--- config.mk ---
export PLATFORM = sky130hd
export DESIGN_NAME = srr_readout
export DESIGN_NICKNAME = d
export VERILOG_FILES = /design/src/srr_pkg.sv /design/src/srr_readout.sv /design/src/srr_buf2.sv
export SDC_FILE = /design/constraint.sdc
export NUM_CORES = 1
export LEC_CHECK = 0
export BUFFER_PORTS_ARGS = -buffer_cell sky130_fd_sc_hd__buf_2
export CORE_UTILIZATION = 59
export DETAILED_ROUTE_END_ITERATION = 6
export PLACE_DENSITY = 0.8
export SLEW_MARGIN = 30
export SYNTH_ARGS = -nofsm -noshare
export SYNTH_HDL_FRONTEND = slang
export SYNTH_SLANG_ARGS = --single-unit
export TNS_END_PERCENT = 100
--- constraint.sdc ---
create_clock -name i_clock -period 4.9 [get_ports i_clock]
set_input_delay 0.245 -clock i_clock [delete_from_list [all_inputs] [get_ports i_clock]]
set_output_delay 0.245 -clock i_clock [all_outputs]
set_load 0.01 [all_outputs]
--- src/srr_pkg.sv ---
// Purpose: Shared constants of the serial register readout block
// Assumes: Characters are 8-bit ASCII codes from a byte-wide receiver
// Notes:   Clock rate and idle timeout give the cycle count used in PC mode
package srr_pkg;

  // ==========================================================================
  // Framing characters
  localparam logic [7:0] SRR_CH_EOT = 8'h04;
  localparam logic [7:0] SRR_CH_ENQ = 8'h05;
  localparam logic [7:0] SRR_CH_STX = 8'h02;
  localparam logic [7:0] SRR_CH_ETX = 8'h03;
  localparam logic [7:0] SRR_CH_ZERO = 8'h30;
  localparam logic [7:0] SRR_CH_NINE = 8'h39;
  localparam logic [7:0] SRR_CH_COLON = 8'h3A;
  localparam logic [7:0] SRR_CH_SEMI = 8'h3B;
  localparam logic [7:0] SRR_CH_PLUS = 8'h2B;
  localparam logic [7:0] SRR_CH_MINUS = 8'h2D;

  // ==========================================================================
  // Code indices: colon group 0..9, semicolon group 10..19
  localparam logic [4:0] SRR_CODE_CONV = 5'h08;
  localparam logic [4:0] SRR_CODE_FREQ_A = 5'h09;
  localparam logic [4:0] SRR_CODE_FREQ_B = 5'h0B;
  localparam logic [4:0] SRR_CODE_VOLT = 5'h0D;
  localparam logic [4:0] SRR_CODE_SEMI_BASE = 5'h0A;

  // ==========================================================================
  // Response layout: STX, two code chars, sign, digits, ETX, check char
  localparam int SRR_NUM_DIGITS = 7;
  localparam logic [3:0] SRR_IDX_SIGN = 4'h3;
  localparam logic [3:0] SRR_IDX_ETX = 4'hB;
  localparam logic [3:0] SRR_IDX_BCC = 4'hC;
  localparam logic [23:0] SRR_MAG_MAX = 24'h98_967F;

  // ==========================================================================
  // Timing
  localparam int SRR_CLOCK_HZ = 20_000_000;
  localparam int SRR_IDLE_TIMEOUT_S = 20;
  localparam int SRR_IDLE_TIMEOUT_CYC = SRR_CLOCK_HZ * SRR_IDLE_TIMEOUT_S;

endpackage : srr_pkg

--- src/srr_readout.sv ---
// Purpose: Decodes framed readout requests and sends framed responses
// Assumes: Receiver and transmitter bytes are on i_clock; values are live
// Notes:   A request arriving while a response is built is dropped
`timescale 1ns/100ps
module srr_readout #(
  parameter int IDLE_TIMEOUT_CYC = srr_pkg::SRR_IDLE_TIMEOUT_CYC
) (
  input wire logic i_clock,
  input wire logic i_rst_n,
  input wire logic i_rx_valid,
  input wire logic [7:0] i_rx_data,
  input wire logic [3:0] i_unit_tens,
  input wire logic [3:0] i_unit_ones,
  input wire logic signed [31:0] i_conv_result,
  input wire logic signed [31:0] i_freq_a,
  input wire logic signed [31:0] i_freq_b,
  input wire logic signed [31:0] i_out_mv,
  output logic [4:0] o_aux_sel,
  input wire logic signed [31:0] i_aux_value,
  output logic o_tx_valid,
  input wire logic i_tx_ready,
  output logic [7:0] o_tx_data,
  output logic o_pc_mode,
  output logic o_busy
);

  // ==========================================================================
  // Parameter check
  generate
    if (IDLE_TIMEOUT_CYC < 2) begin : g_bad_timeout
      $error("srr_readout IDLE_TIMEOUT_CYC must be at least two");
    end
  endgenerate

  // ==========================================================================
  // Reset release
  logic rst_meta_r;
  logic rst_sync_r;
  always_ff @(posedge i_clock or negedge i_rst_n) begin
    if (!i_rst_n) begin
      rst_meta_r <= 1'b0;
      rst_sync_r <= 1'b0;
    end else begin
      rst_meta_r <= 1'b1;
      rst_sync_r <= rst_meta_r;
    end
  end

  // ==========================================================================
  // PC mode idle timer
  logic [31:0] idle_cnt_r;
  logic pc_mode_r;
  assign o_pc_mode = pc_mode_r;
  always_ff @(posedge i_clock or negedge rst_sync_r) begin
    if (!rst_sync_r) begin
      pc_mode_r <= 1'b0;
      idle_cnt_r <= 32'h0000_0000;
    end else if (i_rx_valid) begin
      pc_mode_r <= 1'b1;
      idle_cnt_r <= 32'h0000_0000;
    end else if (pc_mode_r) begin
      if (idle_cnt_r == 32'(IDLE_TIMEOUT_CYC - 1)) begin
        pc_mode_r <= 1'b0;
      end else begin
        idle_cnt_r <= idle_cnt_r + 32'h0000_0001;
      end
    end
  end

  // ==========================================================================
  // Request parser
  typedef enum logic [5:0] {
    P_WAIT = 6'b00_0001,
    P_ADH = 6'b00_0010,
    P_ADL = 6'b00_0100,
    P_CH = 6'b00_1000,
    P_CL = 6'b01_0000,
    P_ENQ = 6'b10_0000
  } srr_parse_t;
  typedef enum logic [2:0] {
    R_IDLE = 3'b001,
    R_CONV = 3'b010,
    R_SEND = 3'b100
  } srr_resp_t;
  srr_parse_t parse_r;
  srr_parse_t parse_nxt;
  srr_resp_t resp_r;
  logic addr_hi_ok_r;
  logic [7:0] code_hi_r;
  logic [7:0] code_lo_r;
  // Byte classification
  wire rx_eot = (i_rx_data == srr_pkg::SRR_CH_EOT);
  wire rx_enq = (i_rx_data == srr_pkg::SRR_CH_ENQ);
  wire rx_digit = (i_rx_data >= srr_pkg::SRR_CH_ZERO) &&
                  (i_rx_data <= srr_pkg::SRR_CH_NINE);
  wire rx_group = (i_rx_data == srr_pkg::SRR_CH_COLON) ||
                  (i_rx_data == srr_pkg::SRR_CH_SEMI);
  wire addr_hi_hit = rx_digit && (i_rx_data[3:0] == i_unit_tens);
  wire addr_lo_hit = rx_digit && (i_rx_data[3:0] == i_unit_ones);
  wire addr_ok = addr_hi_ok_r && addr_lo_hit;
  wire req_done = i_rx_valid && (parse_r == P_ENQ) && rx_enq;
  wire start = req_done && (resp_r == R_IDLE);
  // Next parser state; an opener always restarts the frame
  always_comb begin
    parse_nxt = parse_r;
    if (i_rx_valid) begin
      if (rx_eot) begin
        parse_nxt = P_ADH;
      end else begin
        unique case (parse_r)
          P_WAIT: parse_nxt = P_WAIT;
          P_ADH: parse_nxt = P_ADL;
          P_ADL: parse_nxt = addr_ok ? P_CH : P_WAIT;
          P_CH: parse_nxt = rx_group ? P_CL : P_WAIT;
          P_CL: parse_nxt = rx_digit ? P_ENQ : P_WAIT;
          P_ENQ: parse_nxt = P_WAIT;
          default: parse_nxt = P_WAIT;
        endcase
      end
    end
  end

  // Parser registers
  always_ff @(posedge i_clock or negedge rst_sync_r) begin
    if (!rst_sync_r) begin
      parse_r <= P_WAIT;
      addr_hi_ok_r <= 1'b0;
      code_hi_r <= 8'h00;
      code_lo_r <= 8'h00;
    end else begin
      parse_r <= parse_nxt;
      if (i_rx_valid && parse_r == P_ADH) begin
        addr_hi_ok_r <= addr_hi_hit;
      end
      if (i_rx_valid && parse_r == P_CH && resp_r == R_IDLE) begin
        code_hi_r <= i_rx_data;
      end
      if (i_rx_valid && parse_r == P_CL && resp_r == R_IDLE) begin
        code_lo_r <= i_rx_data;
      end
    end
  end

  // ==========================================================================
  // Value selection by code index
  wire [4:0] code_idx = ((code_hi_r == srr_pkg::SRR_CH_SEMI) ?
                         srr_pkg::SRR_CODE_SEMI_BASE : 5'h00) +
                        {1'b0, code_lo_r[3:0]};
  assign o_aux_sel = code_idx;
  wire signed [31:0] value_sel =
    (code_idx == srr_pkg::SRR_CODE_CONV) ? i_conv_result :
    (code_idx == srr_pkg::SRR_CODE_FREQ_A) ? i_freq_a :
    (code_idx == srr_pkg::SRR_CODE_FREQ_B) ? i_freq_b :
    (code_idx == srr_pkg::SRR_CODE_VOLT) ? i_out_mv :
    i_aux_value;
  wire value_neg = value_sel[31];
  wire [31:0] value_abs = value_neg ? 32'(-value_sel) : 32'(value_sel);
  wire [23:0] value_mag = (value_abs > {8'h00, srr_pkg::SRR_MAG_MAX}) ?
                          srr_pkg::SRR_MAG_MAX : value_abs[23:0];

  // ==========================================================================
  // Response builder: decimal conversion then character output
  logic [23:0] rem_r;
  logic [2:0] dig_idx_r;
  logic [3:0] digits_r [srr_pkg::SRR_NUM_DIGITS];
  logic [3:0] char_idx_r;
  logic [7:0] bcc_r;
  logic sign_neg_r;
  logic [23:0] pow_ten;
  logic [7:0] char_out;
  logic buf_ready;
  // Power of ten for the digit being worked on, most significant first
  always_comb begin
    unique case (dig_idx_r)
      3'h0: pow_ten = 24'h0F_4240;
      3'h1: pow_ten = 24'h01_86A0;
      3'h2: pow_ten = 24'h00_2710;
      3'h3: pow_ten = 24'h00_03E8;
      3'h4: pow_ten = 24'h00_0064;
      3'h5: pow_ten = 24'h00_000A;
      default: pow_ten = 24'h00_0001; // Units digit
    endcase
  end

  // Character for the current response slot
  wire [3:0] dig_slot = char_idx_r - 4'h4;
  wire [7:0] dig_char = srr_pkg::SRR_CH_ZERO | {4'h0, digits_r[dig_slot[2:0]]};
  always_comb begin
    if (char_idx_r == 4'h0) begin
      char_out = srr_pkg::SRR_CH_STX;
    end else if (char_idx_r == 4'h1) begin
      char_out = code_hi_r;
    end else if (char_idx_r == 4'h2) begin
      char_out = code_lo_r;
    end else if (char_idx_r == srr_pkg::SRR_IDX_SIGN) begin
      char_out = sign_neg_r ? srr_pkg::SRR_CH_MINUS : srr_pkg::SRR_CH_PLUS;
    end else if (char_idx_r == srr_pkg::SRR_IDX_ETX) begin
      char_out = srr_pkg::SRR_CH_ETX;
    end else if (char_idx_r == srr_pkg::SRR_IDX_BCC) begin
      char_out = bcc_r;
    end else begin
      char_out = dig_char;
    end
  end

  wire sending = (resp_r == R_SEND);
  wire push = sending && buf_ready;
  wire rem_ge = (rem_r >= pow_ten);
  assign o_busy = (resp_r != R_IDLE);
  // Builder state and counters
  always_ff @(posedge i_clock or negedge rst_sync_r) begin
    if (!rst_sync_r) begin
      resp_r <= R_IDLE;
      rem_r <= 24'h00_0000;
      dig_idx_r <= 3'h0;
      char_idx_r <= 4'h0;
      sign_neg_r <= 1'b0;
      bcc_r <= 8'h00;
    end else begin
      unique case (resp_r)
        R_IDLE: if (start) begin
          resp_r <= R_CONV;
          rem_r <= value_mag;
          sign_neg_r <= value_neg;
          dig_idx_r <= 3'h0;
          char_idx_r <= 4'h0;
          bcc_r <= 8'h00;
        end
        R_CONV: if (rem_ge) begin
          rem_r <= rem_r - pow_ten;
        end else if (dig_idx_r == 3'(srr_pkg::SRR_NUM_DIGITS - 1)) begin
          resp_r <= R_SEND;
        end else begin
          dig_idx_r <= dig_idx_r + 3'h1;
        end
        R_SEND: if (push) begin
          if (char_idx_r != 4'h0 && char_idx_r != srr_pkg::SRR_IDX_BCC) begin
            bcc_r <= bcc_r ^ char_out;
          end
          if (char_idx_r == srr_pkg::SRR_IDX_BCC) begin
            resp_r <= R_IDLE;
          end else begin
            char_idx_r <= char_idx_r + 4'h1;
          end
        end
        default: resp_r <= R_IDLE;
      endcase
    end
  end

  // Decimal digits, counted up by repeated subtraction
  always_ff @(posedge i_clock or negedge rst_sync_r) begin
    if (!rst_sync_r) begin
      for (int k = 0; k < srr_pkg::SRR_NUM_DIGITS; k++) begin
        digits_r[k] <= 4'h0;
      end
    end else if (start) begin
      for (int k = 0; k < srr_pkg::SRR_NUM_DIGITS; k++) begin
        digits_r[k] <= 4'h0;
      end
    end else if (resp_r == R_CONV && rem_ge) begin
      digits_r[dig_idx_r] <= digits_r[dig_idx_r] + 4'h1;
    end
  end

  // ==========================================================================
  // Output buffer: a stalled transmitter holds the builder
  srr_buf2 #(
    .WIDTH(8)
  ) u_tx_buf (
    .i_clock(i_clock),
    .i_rst_n(rst_sync_r),
    .i_in_valid(sending),
    .o_in_ready(buf_ready),
    .i_in_data(char_out),
    .o_out_valid(o_tx_valid),
    .i_out_ready(i_tx_ready),
    .o_out_data(o_tx_data)
  );

endmodule : srr_readout

--- src/srr_buf2.sv ---
// Purpose: Two-entry buffer with valid and ready on both sides
// Assumes: Single clock, reset already synchronised
// Notes:   Head entry drives the output data straight from a flip-flop
`timescale 1ns/100ps
module srr_buf2 #(
  parameter int WIDTH = 8
) (
  input wire logic i_clock,
  input wire logic i_rst_n,
  input wire logic i_in_valid,
  output logic o_in_ready,
  input wire logic [WIDTH-1:0] i_in_data,
  output logic o_out_valid,
  input wire logic i_out_ready,
  output logic [WIDTH-1:0] o_out_data
);

  // ==========================================================================
  // Parameter check
  generate
    if (WIDTH < 1) begin : g_bad_width
      $error("srr_buf2 WIDTH must be at least one");
    end
  endgenerate

  logic [WIDTH-1:0] head_r;
  logic [WIDTH-1:0] tail_r;
  logic [1:0] count_r;
  wire push = i_in_valid && o_in_ready;
  wire pop = o_out_valid && i_out_ready;

  // Handshake flags from the fill count
  assign o_in_ready = (count_r != 2'h2);
  assign o_out_valid = (count_r != 2'h0);
  assign o_out_data = head_r;

  // Fill count
  always_ff @(posedge i_clock or negedge i_rst_n) begin
    if (!i_rst_n) begin
      count_r <= 2'h0;
    end else if (push && !pop) begin
      count_r <= count_r + 2'h1;
    end else if (pop && !push) begin
      count_r <= count_r - 2'h1;
    end
  end

  // Entries: the tail moves up into the head as words leave
  always_ff @(posedge i_clock or negedge i_rst_n) begin
    if (!i_rst_n) begin
      head_r <= '0;
      tail_r <= '0;
    end else begin
      if ((push && count_r == 2'h0) || (push && pop && count_r == 2'h1)) begin
        head_r <= i_in_data;
      end else if (pop) begin
        head_r <= tail_r;
      end
      if (push && (count_r == 2'h2 - {1'b0, pop} || count_r == 2'h1)) begin
        tail_r <= i_in_data;
      end
    end
  end

endmodule : srr_buf2

==> After elaboration in Yosys (flattened, before gate mapping) <==
Index checks and enable logic that the tools add are counted.
{ "totals": {"regBits": 147, "n_memories": 0, "output_inout_bits": 16, "latch_bits": 0, "word_cells": 199, "mem_bits_rw": 0, "rom_bits": 0} }
{ "classes": {"reduce_logical": 46, "shift": 0, "addsub": 11, "mux": 62, "n_eq_ne": 46, "div_mod_pow": 0, "n_bitwise": 3, "n_mul": 0, "magnitude_cmp": 7} }
{ "ops": {"columns": ["operator", "count"], "rows": [
  ["$mux W32", 8],
  ["$pmux W20 S6", 1],
  ["$mux W8", 11],
  ["$mux W24", 3],
  ["$mux W28", 2],
  ["$pmux W24 S2", 1],
  ["$mux W4", 10],
  ["$add A32 B1 Y32 const B", 1],
  ["$eq A32 B29 Y1 const B", 1],
  ["$gt A32 B24 Y1 const B", 1],
  ["$neg A32 Y32", 1],
  ["$bwmux W28", 1],
  ["$mux W3", 9],
  ["$bmux W4 S3", 2],
  ["$eq A8 B6 Y1 const B", 3],
  ["$ge A24 B24 Y1", 1],
  ["$pmux W6 S4", 1],
  ["$sub A24 B24 Y24", 1],
  ["$logic_and A1 B1 Y1", 23],
  ["$ne A2 B2 Y1 const B", 11],
  ["$eq A5 B4 Y1 const B", 4],
  ["$eq A8 B3 Y1 const B", 2],
  ["$pmux W8 S2", 1],
  ["$reduce_bool A2 Y1", 7],
  ["other kinds (47)", 69]
]} }

==> Logic depth before layout (Yosys ltp) <==
Gate-level depths: netlist of run 1.
{ "logic_depth": {"depth_word": 15, "depth_mapped": 24, "depth_no_buf": 21} }

==> Modules after synthesis <==
Synthesis of run 1 repeated with hierarchy kept, for this count alone.
{ "unflattened": {"cells_unflattened": 1454, "area_unflattened_um2": 12324.3} }
{ "by_module_without_submodules": {"columns": ["mod", "cells_per_inst", "instances", "area_each_um2"], "rows": [
  ["srr_readout", 1352, 1, 11192.0],
  ["srr_buf2", 102, 1, 1132.3]
]} }

==> Worst setup path before layout of run 1 <==
No wires, ideal clock.
{ "synth_timing": {"kind": "register to register", "from": "register code_lo_r[1]", "to": "register rem_r[13]", "setup_time_ns": 0.120, "n_path_buf": 8, "setup_slack_ns": -0.813, "required_ns": 4.780, "arrival_time_ns": 5.593, "stages_incl_launch_ff": 24, "path_cell_list": "dfrtp_1 > clkbuf_1 > clkbuf_1 > clkbuf_1 > and3_1 > ha_1 > clkbuf_1 > and2_1 > clkbuf_1 > or4b_1 > buf_6 > nand2_4 > mux2_2 > a211oi_2 > nand3_2 > nor4_4 > buf_6 > a31oi_1 > o211a_1 > nor4b_2 > o211a_1 > nor2_4 > buf_6 > a31o_1"} }
{ "synth_between": {"elab_chain_len": 12, "elab_cells_between_ends": 15} }
{ "synth_lines": {"columns": ["item", "line_no", "source"], "rows": [
  ["from (decl)", "srr_readout.sv:90", "logic [7:0] code_lo_r;"],
  ["from (signal assigned)", "srr_readout.sv:139", "code_lo_r <= i_rx_data;"],
  ["$add A4 B4 Y5 *", "srr_readout.sv:147", "srr_pkg::SRR_CODE_SEMI_BASE : 5'h00) +"],
  ["net o_aux_sel[2]", "srr_readout.sv:18", "output logic [4:0] o_aux_sel,"],
  ["$eq A5 B4 Y1", "srr_readout.sv:154", "(code_idx == srr_pkg::SRR_CODE_VOLT) ? i_out_mv :"],
  ["$mux W32", "srr_readout.sv:154", null],
  ["$mux W32", "srr_readout.sv:153", "(code_idx == srr_pkg::SRR_CODE_FREQ_B) ? i_freq_b :"],
  ["$mux W32", "srr_readout.sv:152", "(code_idx == srr_pkg::SRR_CODE_FREQ_A) ? i_freq_a :"],
  ["$mux W32 *", "srr_readout.sv:151", "(code_idx == srr_pkg::SRR_CODE_CONV) ? i_conv_result :"],
  ["$neg A32 Y32", "srr_readout.sv:157", "wire [31:0] value_abs = value_neg ? 32'(-value_sel) : 32'(value_sel);"],
  ["$mux W32 *", "srr_readout.sv:157", null],
  ["$gt A32 B24 Y1", "srr_readout.sv:158", "wire [23:0] value_mag = (value_abs > {8'h00, srr_pkg::SRR_MAG_MAX}) ?"],
  ["$mux W24 *", "srr_readout.sv:158", null],
  ["$mux W24 *", "srr_readout.sv:221", "R_IDLE: if (start) begin"],
  ["$pmux W24 S2 *", "srr_readout.sv:220", "unique case (resp_r)"],
  ["to (signal assigned)", "srr_readout.sv:223", "rem_r <= value_mag;"],
  ["to (signal assigned)", "srr_readout.sv:230", "rem_r <= rem_r - pow_ten;"],
  ["to (decl)", "srr_readout.sv:163", "logic [23:0] rem_r;"]
]} }
Mark *: on every way through the listed nets, which the timed path passes. The rest lies on a longest branch. The select of a mux whose other input is x is not followed.
A chain may end at the register's enable or synchronous reset.

==> Final worst setup path of run 1 <==
{ "layout_timing": {"from": "register code_hi_r[0]", "to": "register rem_r[13]"} }
{ "layout_between": {"elab_chain_len": 14, "elab_cells_between_ends": 17} }
{ "layout_lines": {"columns": ["item", "line_no", "source"], "rows": [
  ["from (decl)", "srr_readout.sv:89", "logic [7:0] code_hi_r;"],
  ["from (signal assigned)", "srr_readout.sv:136", "code_hi_r <= i_rx_data;"],
  ["$eq A8 B6 Y1 *", "srr_readout.sv:146", "wire [4:0] code_idx = ((code_hi_r == srr_pkg::SRR_CH_SEMI) ?"],
  ["$mux W4 *", "srr_readout.sv:146", null],
  ["$add A4 B4 Y5 *", "srr_readout.sv:147", null],
  ["$eq A5 B4 Y1", "srr_readout.sv:154", null],
  ["$mux W32", "srr_readout.sv:154", null],
  ["$mux W32", "srr_readout.sv:153", null],
  ["$mux W32", "srr_readout.sv:152", null],
  ["$mux W32 *", "srr_readout.sv:151", null],
  ["$neg A32 Y32", "srr_readout.sv:157", null],
  ["$mux W32 *", "srr_readout.sv:157", null],
  ["$gt A32 B24 Y1", "srr_readout.sv:158", null],
  ["$mux W24 *", "srr_readout.sv:158", null],
  ["$mux W24 *", "srr_readout.sv:221", null],
  ["$pmux W24 S2 *", "srr_readout.sv:220", null]
]} }
Mark *: on every way between the ends. The rest lies on a longest branch, timed or not. The select of a mux whose other input is x is not followed.

==> results of run 1 <==
-- metrics by stage --
step                      hold WS (ns)  setup TNS, ns  worst slack, ns
final                            0.121        -0.0827          -0.0485
after detailed placement        0.0349          -1.40           -0.117
after global placement          0.0328        -0.0167          -0.0167
after global routing             0.130          -2.00           -0.146
after floorplan                -0.0506          -4.70           -0.243
after CTS                        0.116              0           0.0147
-- synth_stat cells (16+ instances only) --
master	number
a21oi_1	77
a221oi_1	17
a31oi_1	30
and2_1	16
and3_1	20
clkbuf_1	73
dfrtp_1	145
ha_1	36
inv_1	33
mux2_2	41
mux2i_1	22
nand2_1	139
nand2b_1	22
nand3_1	71
nand4_1	26
nor2_1	127
nor3_1	31
o211ai_1	35
o21ai_0	97
xnor2_1	41
xor2_1	39
-- registers in the layout, summed over array words and instances, names as in the netlist --
register	flops
o_pc_mode	1
rst_sync_r	1
addr_hi_ok_r	1
idle_cnt_r	32
code_hi_r	8
resp_r	3
dig_idx_r	3
digits_r	28
u_tx_buf.tail_r	8
u_tx_buf.o_out_data	8
parse_r	6
code_lo_r	8
sign_neg_r	1
rem_r	24
rst_meta_r	1
u_tx_buf.count_r	2
bcc_r	8
char_idx_r	4
-- worst register-to-register path, stage by stage (launching register included) --
cell and delay (ns):
dfrtp_1 0.38, and4bb_2 0.24, and3_4 0.18, ha_4 0.15, or4b_4 0.49, or4b_4 0.62, nand2_8 0.11, mux2_4 0.32
a211oi_4 0.32, nand3_4 0.15, or4_4 0.58, o31ai_4 0.27, xor2_2 0.13, nand4bb_4 0.23, o211ai_4 0.27, nor2_4 0.06
buf_12 0.15, a31o_1 0.21
-- per-layer routing --
layer	global-route usage	share of wire
met1	0.449	0.40
met2	0.615	0.49
met3	0.0491	0.064
met4	0.169	0.044
met5	0	0
-- logic make-up after synthesis --
family	after synthesis	share of synthesized area
and+or+nand+nor	540	0.225
AOI/OAI and AO/OA	448	0.267
DFF	147	0.300
buffers and inverters	132	0.0463
xor gates and xnor gates	80	0.0570
muxes	69	0.0665
adders and majority gates	37	0.0383
other	1	0.000305
-- final cells by class --
cell class | instances | area, µm² | area share
Clock buffer | 20 | 437 | 0.0288
Clock inverter | 12 | 134 | 0.00883
Inverter | 35 | 131 | 0.00866
Multi-Input combinational cell | 1176 | 8290 | 0.546
Sequential cell | 147 | 3680 | 0.243
Tap cell | 270 | 338 | 0.0223
Timing Repair Buffer | 341 | 2160 | 0.142
-- worst paths after layout --
| kind | startpoint | to | slack, ns | cells past startpoint |
|---|---|---|---|---|
| setup / recovery | code_hi_r[0] | rem_r[13] | -0.05 | 17 |
| hold / removal | i_rx_data[7] | code_lo_r[7] | 0.12 | 2 |
| setup reg to reg | code_hi_r[0] | rem_r[13] | -0.05 | 17 |
| hold reg to reg | rst_sync_r | parse_r[1] | 0.13 | 0 |
| max in group asynchronous | rst_sync_r | rem_r[9] | 3.59 | 2 |
| min in group asynchronous | rst_sync_r | parse_r[1] | 0.13 | 0 |
-- layout by cell type (no fill, tap or decap), types with 33 or more instances in the layout --
| master | netlist | layout |
|---|---|---|
| a21oi_1 | 77 | 74 |
| buf_2 | 11 | 196 |
| buf_4 | 2 | 137 |
| dfrtp_1 | 145 | 144 |
| ha_1 | 36 | 35 |
| inv_1 | 33 | 33 |
| mux2_2 | 41 | 39 |
| nand2_1 | 139 | 137 |
| nand3_1 | 71 | 71 |
| nor2_1 | 127 | 126 |
| o211ai_1 | 35 | 35 |
| o21ai_0 | 97 | 97 |
| xnor2_1 | 41 | 39 |
| xor2_1 | 39 | 38 |
-- power by group --
part	internal, µW	switching [µW]	total [µW]
clock network	752	526	1280
logic	162	186	349
registers	1220	4.70	1220
total	2130	718	2850
-- repair_timing --
action,CTS,global route
hold buffers,1,0
buffers inserted,2,8
endpoints found under the setup margin,25,54
cloned,0,1
hold endpoints to repair,2,0
gates resized for setup,3,22
pin swaps,1,17
==> impl_metrics.env, run 1 <==
export IMPL_status="complete, but fails checks"
export IMPL_violations="negative setup slack"
export IMPL_arrival_ns=5.27
export IMPL_clk_insertion_delay_late_ns=0.43
export IMPL_drive_gt1_frac=0.299
export IMPL_final_cells=2001
export IMPL_grt_pass1_vias=12329
export IMPL_timing_final_crit_share=1.01
export IMPL_clock_skew_ns=0.0155
export IMPL_seq_area_frac_synth=0.300
export IMPL_rsz0062_at_grt="yes"
export IMPL_hpwl_mm=28.9
export IMPL_area_growth_syn_to_layout_pct=23.4
export IMPL_die_y_um=146
export IMPL_clk_path_buf_depth=2
export IMPL_coreArea_um2=20300
export IMPL_cts_tree="yes"
export IMPL_cts_root_buf="clkbuf_16"
export IMPL_grt_max_degree=52
export IMPL_setup_worst_path_class="flip-flop to flip-flop"
export IMPL_drcViolationCount=0
export IMPL_finalCriticalPeriod_ns=4.95
export IMPL_cts_buffers=17
export IMPL_start_util=0.605
export IMPL_syn_num_nets=1671
export IMPL_hold_viol=0
export IMPL_setup_violations=4
export IMPL_worstMarginPinSlew_ns=0.898
export IMPL_path_cells="and4bb_2 > and3_4 > ha_4 > or4b_4 > or4b_4 > nand2_8 > mux2_4 > a211oi_4 > nand3_4 > or4_4 > o31ai_4 > xor2_2 > nand4bb_4 > o211ai_4 > nor2_4 > buf_12 > a31o_1"
export IMPL_worstSetupStartpointType="flip-flop"
export IMPL_layout_nets=1935
export IMPL_port_buffer_count=195
export IMPL_cts_sinks=147
export IMPL_ys_types=107
export IMPL_design_area_um2=15200
export IMPL_syn_inst=1454
export IMPL_required_ns=5.22
export IMPL_synth_top_cell_area_share=0.295
export IMPL_grt_ovfl_total=0
export IMPL_route_antenna_remaining_nets=0
export IMPL_drv_cap=0
export IMPL_synthesis_area_um2=12300
export IMPL_via_per_inst=6.46
export IMPL_gp_congestion=0.987
export IMPL_drtIter0Drc=1320
export IMPL_synth_warnings=0
export IMPL_boundaryPins=196
export IMPL_die_w_um=146
export IMPL_slew_violations=0
export IMPL_wl_per_cell_um=19.4
export IMPL_via_count=12923
export IMPL_drt_pass1_iterations=5
export IMPL_slowest_stage="or4b_4"
export IMPL_ir_drop_mv=0.218
export IMPL_dpl_cell_count=1958
export IMPL_slew_headroom=0.396
export IMPL_pwr_density_cell_nw_per_um2=188
export IMPL_syn_mean_instance_area_um2=8.45
export IMPL_grt_usage=0.360
export IMPL_antenna_found_initial=0
export IMPL_max_freq_ghz=0.202
export IMPL_async_flop_share=1.00
export IMPL_synth_seq_cells=147
export IMPL_n_fill_cell=1504
export IMPL_cp_top_family="simple AND/OR/NAND/NOR gates"
export IMPL_synth_area_leaders="dfrtp_1, nand2_1, o21ai_0, nor2_1, mux2_2"
export IMPL_wl_mm=38.9
export IMPL_min_path_type="primary input to flip-flop"
export IMPL_fp_row_count=52
export IMPL_dpl_cell_area_um2=14400
export IMPL_diodes=0
export IMPL_ys_flop_type="dfrtp_1"
export IMPL_setup_worst_path_end_class="flip-flop"
export IMPL_cts_max_level=4
export IMPL_grt_pass1_wl_mm=61.6
export IMPL_cp_slowest_stage_delay_ns=0.62
export IMPL_setup_slack_ns=-0.0485
export IMPL_cpMostUsedCell="or4b_4"
export IMPL_cp_num_buf_inv=1
export IMPL_yosysTopAreaCell="dfrtp_1"
export IMPL_fin_util=0.747
export IMPL_power_leakage_uw=0.00649
export IMPL_finalPower_uw=2850
export IMPL_cts_clk_slew_worst_paths_ns=0.07
export IMPL_die_area_um2=21400
export IMPL_crit_fanout=11
export IMPL_synth_edf_count=0
Note: power is estimated with default switching activity, not from simulation.
==> inputs of run 2 (changes only) <==
--- a/config.mk
+++ b/config.mk
@@ -6,6 +6,7 @@
 export NUM_CORES = 1
 export LEC_CHECK = 0
 export BUFFER_PORTS_ARGS = -buffer_cell sky130_fd_sc_hd__buf_2
+export CORE_MARGIN = 10
 export CORE_UTILIZATION = 59
 export DETAILED_ROUTE_END_ITERATION = 6
 export PLACE_DENSITY = 0.8
==> impl_metrics.env, run 2 (synthesized netlist as in run 1, its figures left out) <==
export IMPL_route_antenna_remaining_nets=0
export IMPL_antenna_found_initial=1
export IMPL_wl_per_cell_um=21.0
export IMPL_start_util=0.604
export IMPL_grt_pass1_vias=12671
export IMPL_pwr_share_comb=0.113
export IMPL_multiInputGateArea_um2=8320
export IMPL_grt_ovfl_total=0
export IMPL_cts_sinks=147
export IMPL_highest_layer="met4"
export IMPL_n_fill_cell=1466
export IMPL_die_y_um=164
export IMPL_ir_drop_mv=0.166
export IMPL_reg_top3="idle_cnt_r x32, digits_r x28, rem_r x24"
export IMPL_wl_mm=41.9
export IMPL_die_area_um2=27000
export IMPL_drcViolationCount=0
export IMPL_setup_slack_ns=-0.0498
export IMPL_fin_util=0.752
export IMPL_power_leakage_uw=0.00651
export IMPL_cts_clk_slew_worst_paths_ns=0.06
export IMPL_setup_worst_path_end_class="flip-flop"
export IMPL_final_cell_mix="buf_2, dfrtp_1, nand2_1"
export IMPL_finalPower_uw=3010
export IMPL_slew_headroom=0.297
export IMPL_worstSetupStartpointType="flip-flop"
export IMPL_layout_nets=1933
export IMPL_seq_area_um2=3680
export IMPL_largest_register_ff_count=32
export IMPL_via_count=13114
export IMPL_clock_skew_ns=0.0117
export IMPL_status="complete, but fails checks"
export IMPL_r2r_slack_ns=-0.05
export IMPL_worstMarginPinSlew_ns=1.05
export IMPL_regMostFlops="idle_cnt_r"
export IMPL_pwr_density_cell_nw_per_um2=197
export IMPL_area_growth_syn_to_layout_pct=24.5
export IMPL_wl_met2_mm=20.9
export IMPL_setup_violations=16
export IMPL_boundaryPins=196
export IMPL_grt_usage=0.290
export IMPL_setup_tns_ns=-0.449
export IMPL_mostFrequentLayoutCell="buf_2"
export IMPL_fp_row_count=52
export IMPL_hold_viol=0
export IMPL_hpwl_mm=30.7
export IMPL_p_sw_uw=726
export IMPL_arrival_ns=5.26
export IMPL_drv_cap=0
export IMPL_crit_fanout=8
export IMPL_gp_congestion=1.01
export IMPL_p_seq_frac=0.407
export IMPL_wl_met3_mm=3.65
export IMPL_via_per_inst=6.56
export IMPL_cts_root_buf="clkbuf_16"
export IMPL_cts_buffers=17
export IMPL_grt_max_degree=60
export IMPL_coreArea_um2=20400
export IMPL_wl_met1_mm=15.9
export IMPL_min_path_type="primary input to flip-flop"
export IMPL_violations="negative setup slack"
export IMPL_finalCriticalPeriod_ns=4.95
export IMPL_cts_tree="yes"
export IMPL_die_w_um=164
export IMPL_swShare=0.241
export IMPL_port_buffer_count=195
export IMPL_timing_final_crit_share=1.01
export IMPL_post_place_ws_ns=-0.139
export IMPL_p_int_uw=2280
export IMPL_drt_pass1_iterations=6
export IMPL_drive_gt1_frac=0.301
export IMPL_setup_worst_path_class="flip-flop to flip-flop"
export IMPL_clk_path_buf_depth=2
export IMPL_p_clk_frac=0.479
export IMPL_max_freq_ghz=0.202
export IMPL_grt_pass1_wl_mm=64.1
export IMPL_clk_insertion_delay_late_ns=0.43
export IMPL_required_ns=5.21
export IMPL_rsz0062_at_grt="yes"
export IMPL_slew_violations=0
export IMPL_cts_max_level=4
export IMPL_drtIter0Drc=1549
export IMPL_holdWs_ns=0.125
-- run 2: power by group through the flow --
stage | Clock (µW) | Sequential [µW] | Combinational [µW]
2_1_floorplan | 0 | 1260 | 145
3_3_place_gp | 0 | 1250 | 315
3_5_place_dp | 0 | 1250 | 317
4_1_cts | 1440 | 1230 | 324
5_1_grt | 1500 | 1230 | 365
6_report | 1440 | 1230 | 341
-- run 2: final cells by class --
cell class,count,area share
sequential,147,0.241
inverter,35,0.00858
clock buffer,20,0.0285
timing repair buffer,340,0.143
tap,270,0.0221
multi-input combinational,1175,0.543
antenna,1,0.000164
clock inverter,12,0.0135
-- run 2: stage by stage --
step           instance area [µm²]  std cells
2_1_floorplan                12400       1454
3_5_place_dp                 14300       1948
3_3_place_gp                 14300       1948
5_1_grt                      15300       2000
6_report                     15300       2000
4_1_cts                      15000       1988
-- run 2: worst paths after layout --
| kind | startpoint | cells after the start | endpoint |
|---|---|---|---|
| worst max register to register | code_hi_r[1] | 18 | rem_r[8] |
| worst max-delay path | code_hi_r[1] | 18 | rem_r[8] |
| max in group asynchronous | rst_sync_r | 1 | rem_r[14] |
| worst min register to register | rst_sync_r | 0 | idle_cnt_r[0] |
| worst min-delay path | i_rx_data[7] | 2 | code_lo_r[7] |
| min in group asynchronous | i_rst_n | 2 | rst_sync_r |
-- run 2: repair_timing --
action	in CTS	in global routing
pin swaps	11	17
resized for setup	8	32
endpoints found under the hold margin	2	0
cloned	0	2
endpoints found under the setup margin	23	55
hold buffers	1	0
setup buffers	7	8
-- run 2: critical path, cell delays in order, from the launching register on --
cell and delay (ns):
dfrtp_1 0.38, and4bb_2 0.24, and3_4 0.18, ha_4 0.15, or4b_4 0.49, or4b_4 0.57
nand2_8 0.10, mux2_4 0.31, a211oi_4 0.28, nand3_4 0.18, buf_4 0.21, nor3_1 0.32
nand3_1 0.17, a31oi_1 0.26, nor4b_2 0.26, o211a_1 0.25, nor2_4 0.08, buf_12 0.15
a31o_4 0.23
-- run 2: layer usage --
layer | track usage | vias up
met5 | 0 | -
met3 | 0.0561 | 127
met4 | 0.0959 | 0
met1 | 0.354 | 6224
li1 | - | 5966
met2 | 0.500 | 797
==> inputs of run 3 (changes only) <==
--- a/config.mk
+++ b/config.mk
@@ -10,6 +10,7 @@
 export CORE_UTILIZATION = 59
 export DETAILED_ROUTE_END_ITERATION = 6
 export PLACE_DENSITY = 0.8
+export REMOVE_ABC_BUFFERS = 1
 export SLEW_MARGIN = 30
 export SYNTH_ARGS = -nofsm -noshare
 export SYNTH_HDL_FRONTEND = slang
==> impl_metrics.env, run 3 (synthesized netlist as in run 1, its figures left out) <==
export IMPL_grt_pass1_vias=12958
export IMPL_r2r_slack_ns=-0.06
export IMPL_fp_row_count=52
export IMPL_die_w_um=164
export IMPL_grt_pass1_wl_mm=67.1
export IMPL_port_buffer_count=195
export IMPL_via_per_inst=6.54
export IMPL_n_fill_cell=1451
export IMPL_violations="negative setup slack"
export IMPL_finalCriticalPeriod_ns=4.96
export IMPL_multiInputGateArea_um2=8290
export IMPL_regMostFlops="idle_cnt_r"
export IMPL_clk_path_buf_depth=2
export IMPL_coreArea_um2=20400
export IMPL_ir_drop_mv=0.243
export IMPL_die_area_um2=27000
export IMPL_via_count=13142
export IMPL_timing_final_crit_share=1.01
export IMPL_drive_gt1_frac=0.310
export IMPL_drt_pass1_iterations=5
export IMPL_cts_sinks=147
export IMPL_holdWs_ns=0.110
export IMPL_finalPower_uw=3020
export IMPL_setup_worst_path_class="flip-flop to flip-flop"
export IMPL_max_freq_ghz=0.202
export IMPL_status="complete, but fails checks"
export IMPL_cts_clk_slew_worst_paths_ns=0.06
export IMPL_required_ns=5.22
export IMPL_critPathLaunch="code_hi_r[3]"
export IMPL_setup_slack_ns=-0.0553
export IMPL_cts_root_buf="clkbuf_16"
export IMPL_slew_headroom=0.321
export IMPL_drtIter0Drc=1590
export IMPL_timing_rr_start="code_hi_r[3]"
export IMPL_crit_fanout=14
export IMPL_route_antenna_remaining_nets=0
export IMPL_pwr_density_cell_nw_per_um2=196
export IMPL_reg_top3="idle_cnt_r x32, digits_r x28, rem_r x24"
export IMPL_crit_end="rem_r[8]"
export IMPL_drcViolationCount=0
export IMPL_die_y_um=164
export IMPL_power_leakage_uw=0.00663
export IMPL_drv_cap=0
export IMPL_grt_max_degree=76
export IMPL_largest_register_ff_count=32
export IMPL_cts_tree="yes"
export IMPL_mostFrequentLayoutCell="buf_2"
export IMPL_gr_usage_met2=0.510
export IMPL_worstSetupStartpointType="flip-flop"
export IMPL_arrival_ns=5.28
export IMPL_cts_max_level=4
export IMPL_seq_area_um2=3690
export IMPL_clk_insertion_delay_late_ns=0.43
export IMPL_grt_usage=0.306
export IMPL_setup_violations=5
export IMPL_area_growth_syn_to_layout_pct=25.3
export IMPL_start_util=0.604
export IMPL_grt_util_met3=0.0646
export IMPL_cts_buffers=17
export IMPL_r2r_end="rem_r[8]"
export IMPL_setup_worst_path_end_class="flip-flop"
export IMPL_worst_r2r_cell_count=19
export IMPL_hold_viol=0
export IMPL_hpwl_mm=32.0
export IMPL_rsz0062_at_grt="yes"
export IMPL_wl_mm=43.6
export IMPL_final_cell_mix="buf_2, dfrtp_1, nand2_1"
export IMPL_antenna_found_initial=0
export IMPL_grt_ovfl_total=0
export IMPL_worstMarginPinSlew_ns=1.01
export IMPL_slew_violations=0
export IMPL_layout_nets=1941
export IMPL_wl_per_cell_um=21.7
export IMPL_grt_util_met1=0.367
export IMPL_gp_congestion=1.07
export IMPL_clock_skew_ns=0.0171
export IMPL_post_place_ws_ns=-0.0801
export IMPL_min_path_type="primary input to flip-flop"
export IMPL_top_usage_layer="met2"
export IMPL_boundaryPins=196
-- run 3: cell count changes in the layout (fill, tap and decap cells not counted), sizes merged --
cell	before	now
inv	34	39
clkinvlp	1	0
bufinv	5	4
clkinv	7	4
buf	337	344
clkbuf	22	23
-- run 3: report_power, final --
part | leakage, µW | total [µW] | internal (µW) | switching [µW]
Clock | 0.000317 | 1440 | 891 | 546
Combinational | 0.00446 | 354 | 165 | 189
Sequential | 0.00185 | 1230 | 1220 | 7.39
Total | 0.00663 | 3020 | 2270 | 742
-- run 3: layout make-up --
cell class	count	area share
clock inverter	12	0.0123
inverter	35	0.00853
antenna	1	0.000162
multi-input combinational	1175	0.538
clock buffer	20	0.0297
tap	270	0.0219
sequential	147	0.239
timing repair buffer	348	0.150
-- run 3: critical path, cell delays in order (launching register included) --
cell,delay [ns]
dfrtp_1,0.38
and4b_1,0.24
and3_4,0.21
ha_4,0.16
or4b_4,0.49
or4b_4,0.55
nand2_4,0.13
buf_6,0.13
mux2i_1,0.22
o311a_1,0.30
nand3_4,0.15
buf_4,0.17
or3_1,0.42
o21ai_1,0.22
a22oi_2,0.11
nor4b_4,0.29
o211a_1,0.24
nor2_4,0.07
buf_12,0.15
a31o_2,0.24
-- run 3: stage by stage --
step / cell area, µm² / utilization / setup TNS [ns] / std cells
floorplan: 11900 / - / -25.43 / 1357
global placement: 14200 / 0.697 / 0 / 1945
detailed placement: 14200 / 0.697 / -0.749 / 1945
CTS: 15000 / 0.736 / -0.00736 / 1985
global route: 15400 / 0.756 / -1.77 / 2007
finish: 15400 / 0.756 / -0.118 / 2008
-- run 3: repair_timing --
action                                 4_1_cts  5_1_grt
setup endpoints to repair                   23       52
pin swaps                                   12       27
cloned                                       1        3
buffers inserted                             6       17
endpoints found under the hold margin        2        0
hold buffers                                 1        0
gates resized for setup                     14       42
-- run 3: worst min path at each step --
stage / start / to / slack (ns) / cells past startpoint
global placement: i_rst_n / rst_meta_r / 0.03 / 1
CTS: i_rx_data[7] / code_hi_r[7] / 0.11 / 2
finish: i_rx_data[7] / code_hi_r[7] / 0.11 / 2
global route: i_rx_data[7] / code_hi_r[7] / 0.12 / 2
floorplan: i_rst_n / rst_meta_r / -0.05 / 0
detailed placement: i_rst_n / rst_meta_r / 0.03 / 1
-- run 3: metal layers --
| layer | routed length (µm) | vias up |
|---|---|---|
| met5 | 0 | - |
| met4 | 1910 | 0 |
| met3 | 4000 | 141 |
| met2 | 21300 | 776 |
| met1 | 16400 | 6237 |
| li1 | - | 5988 |
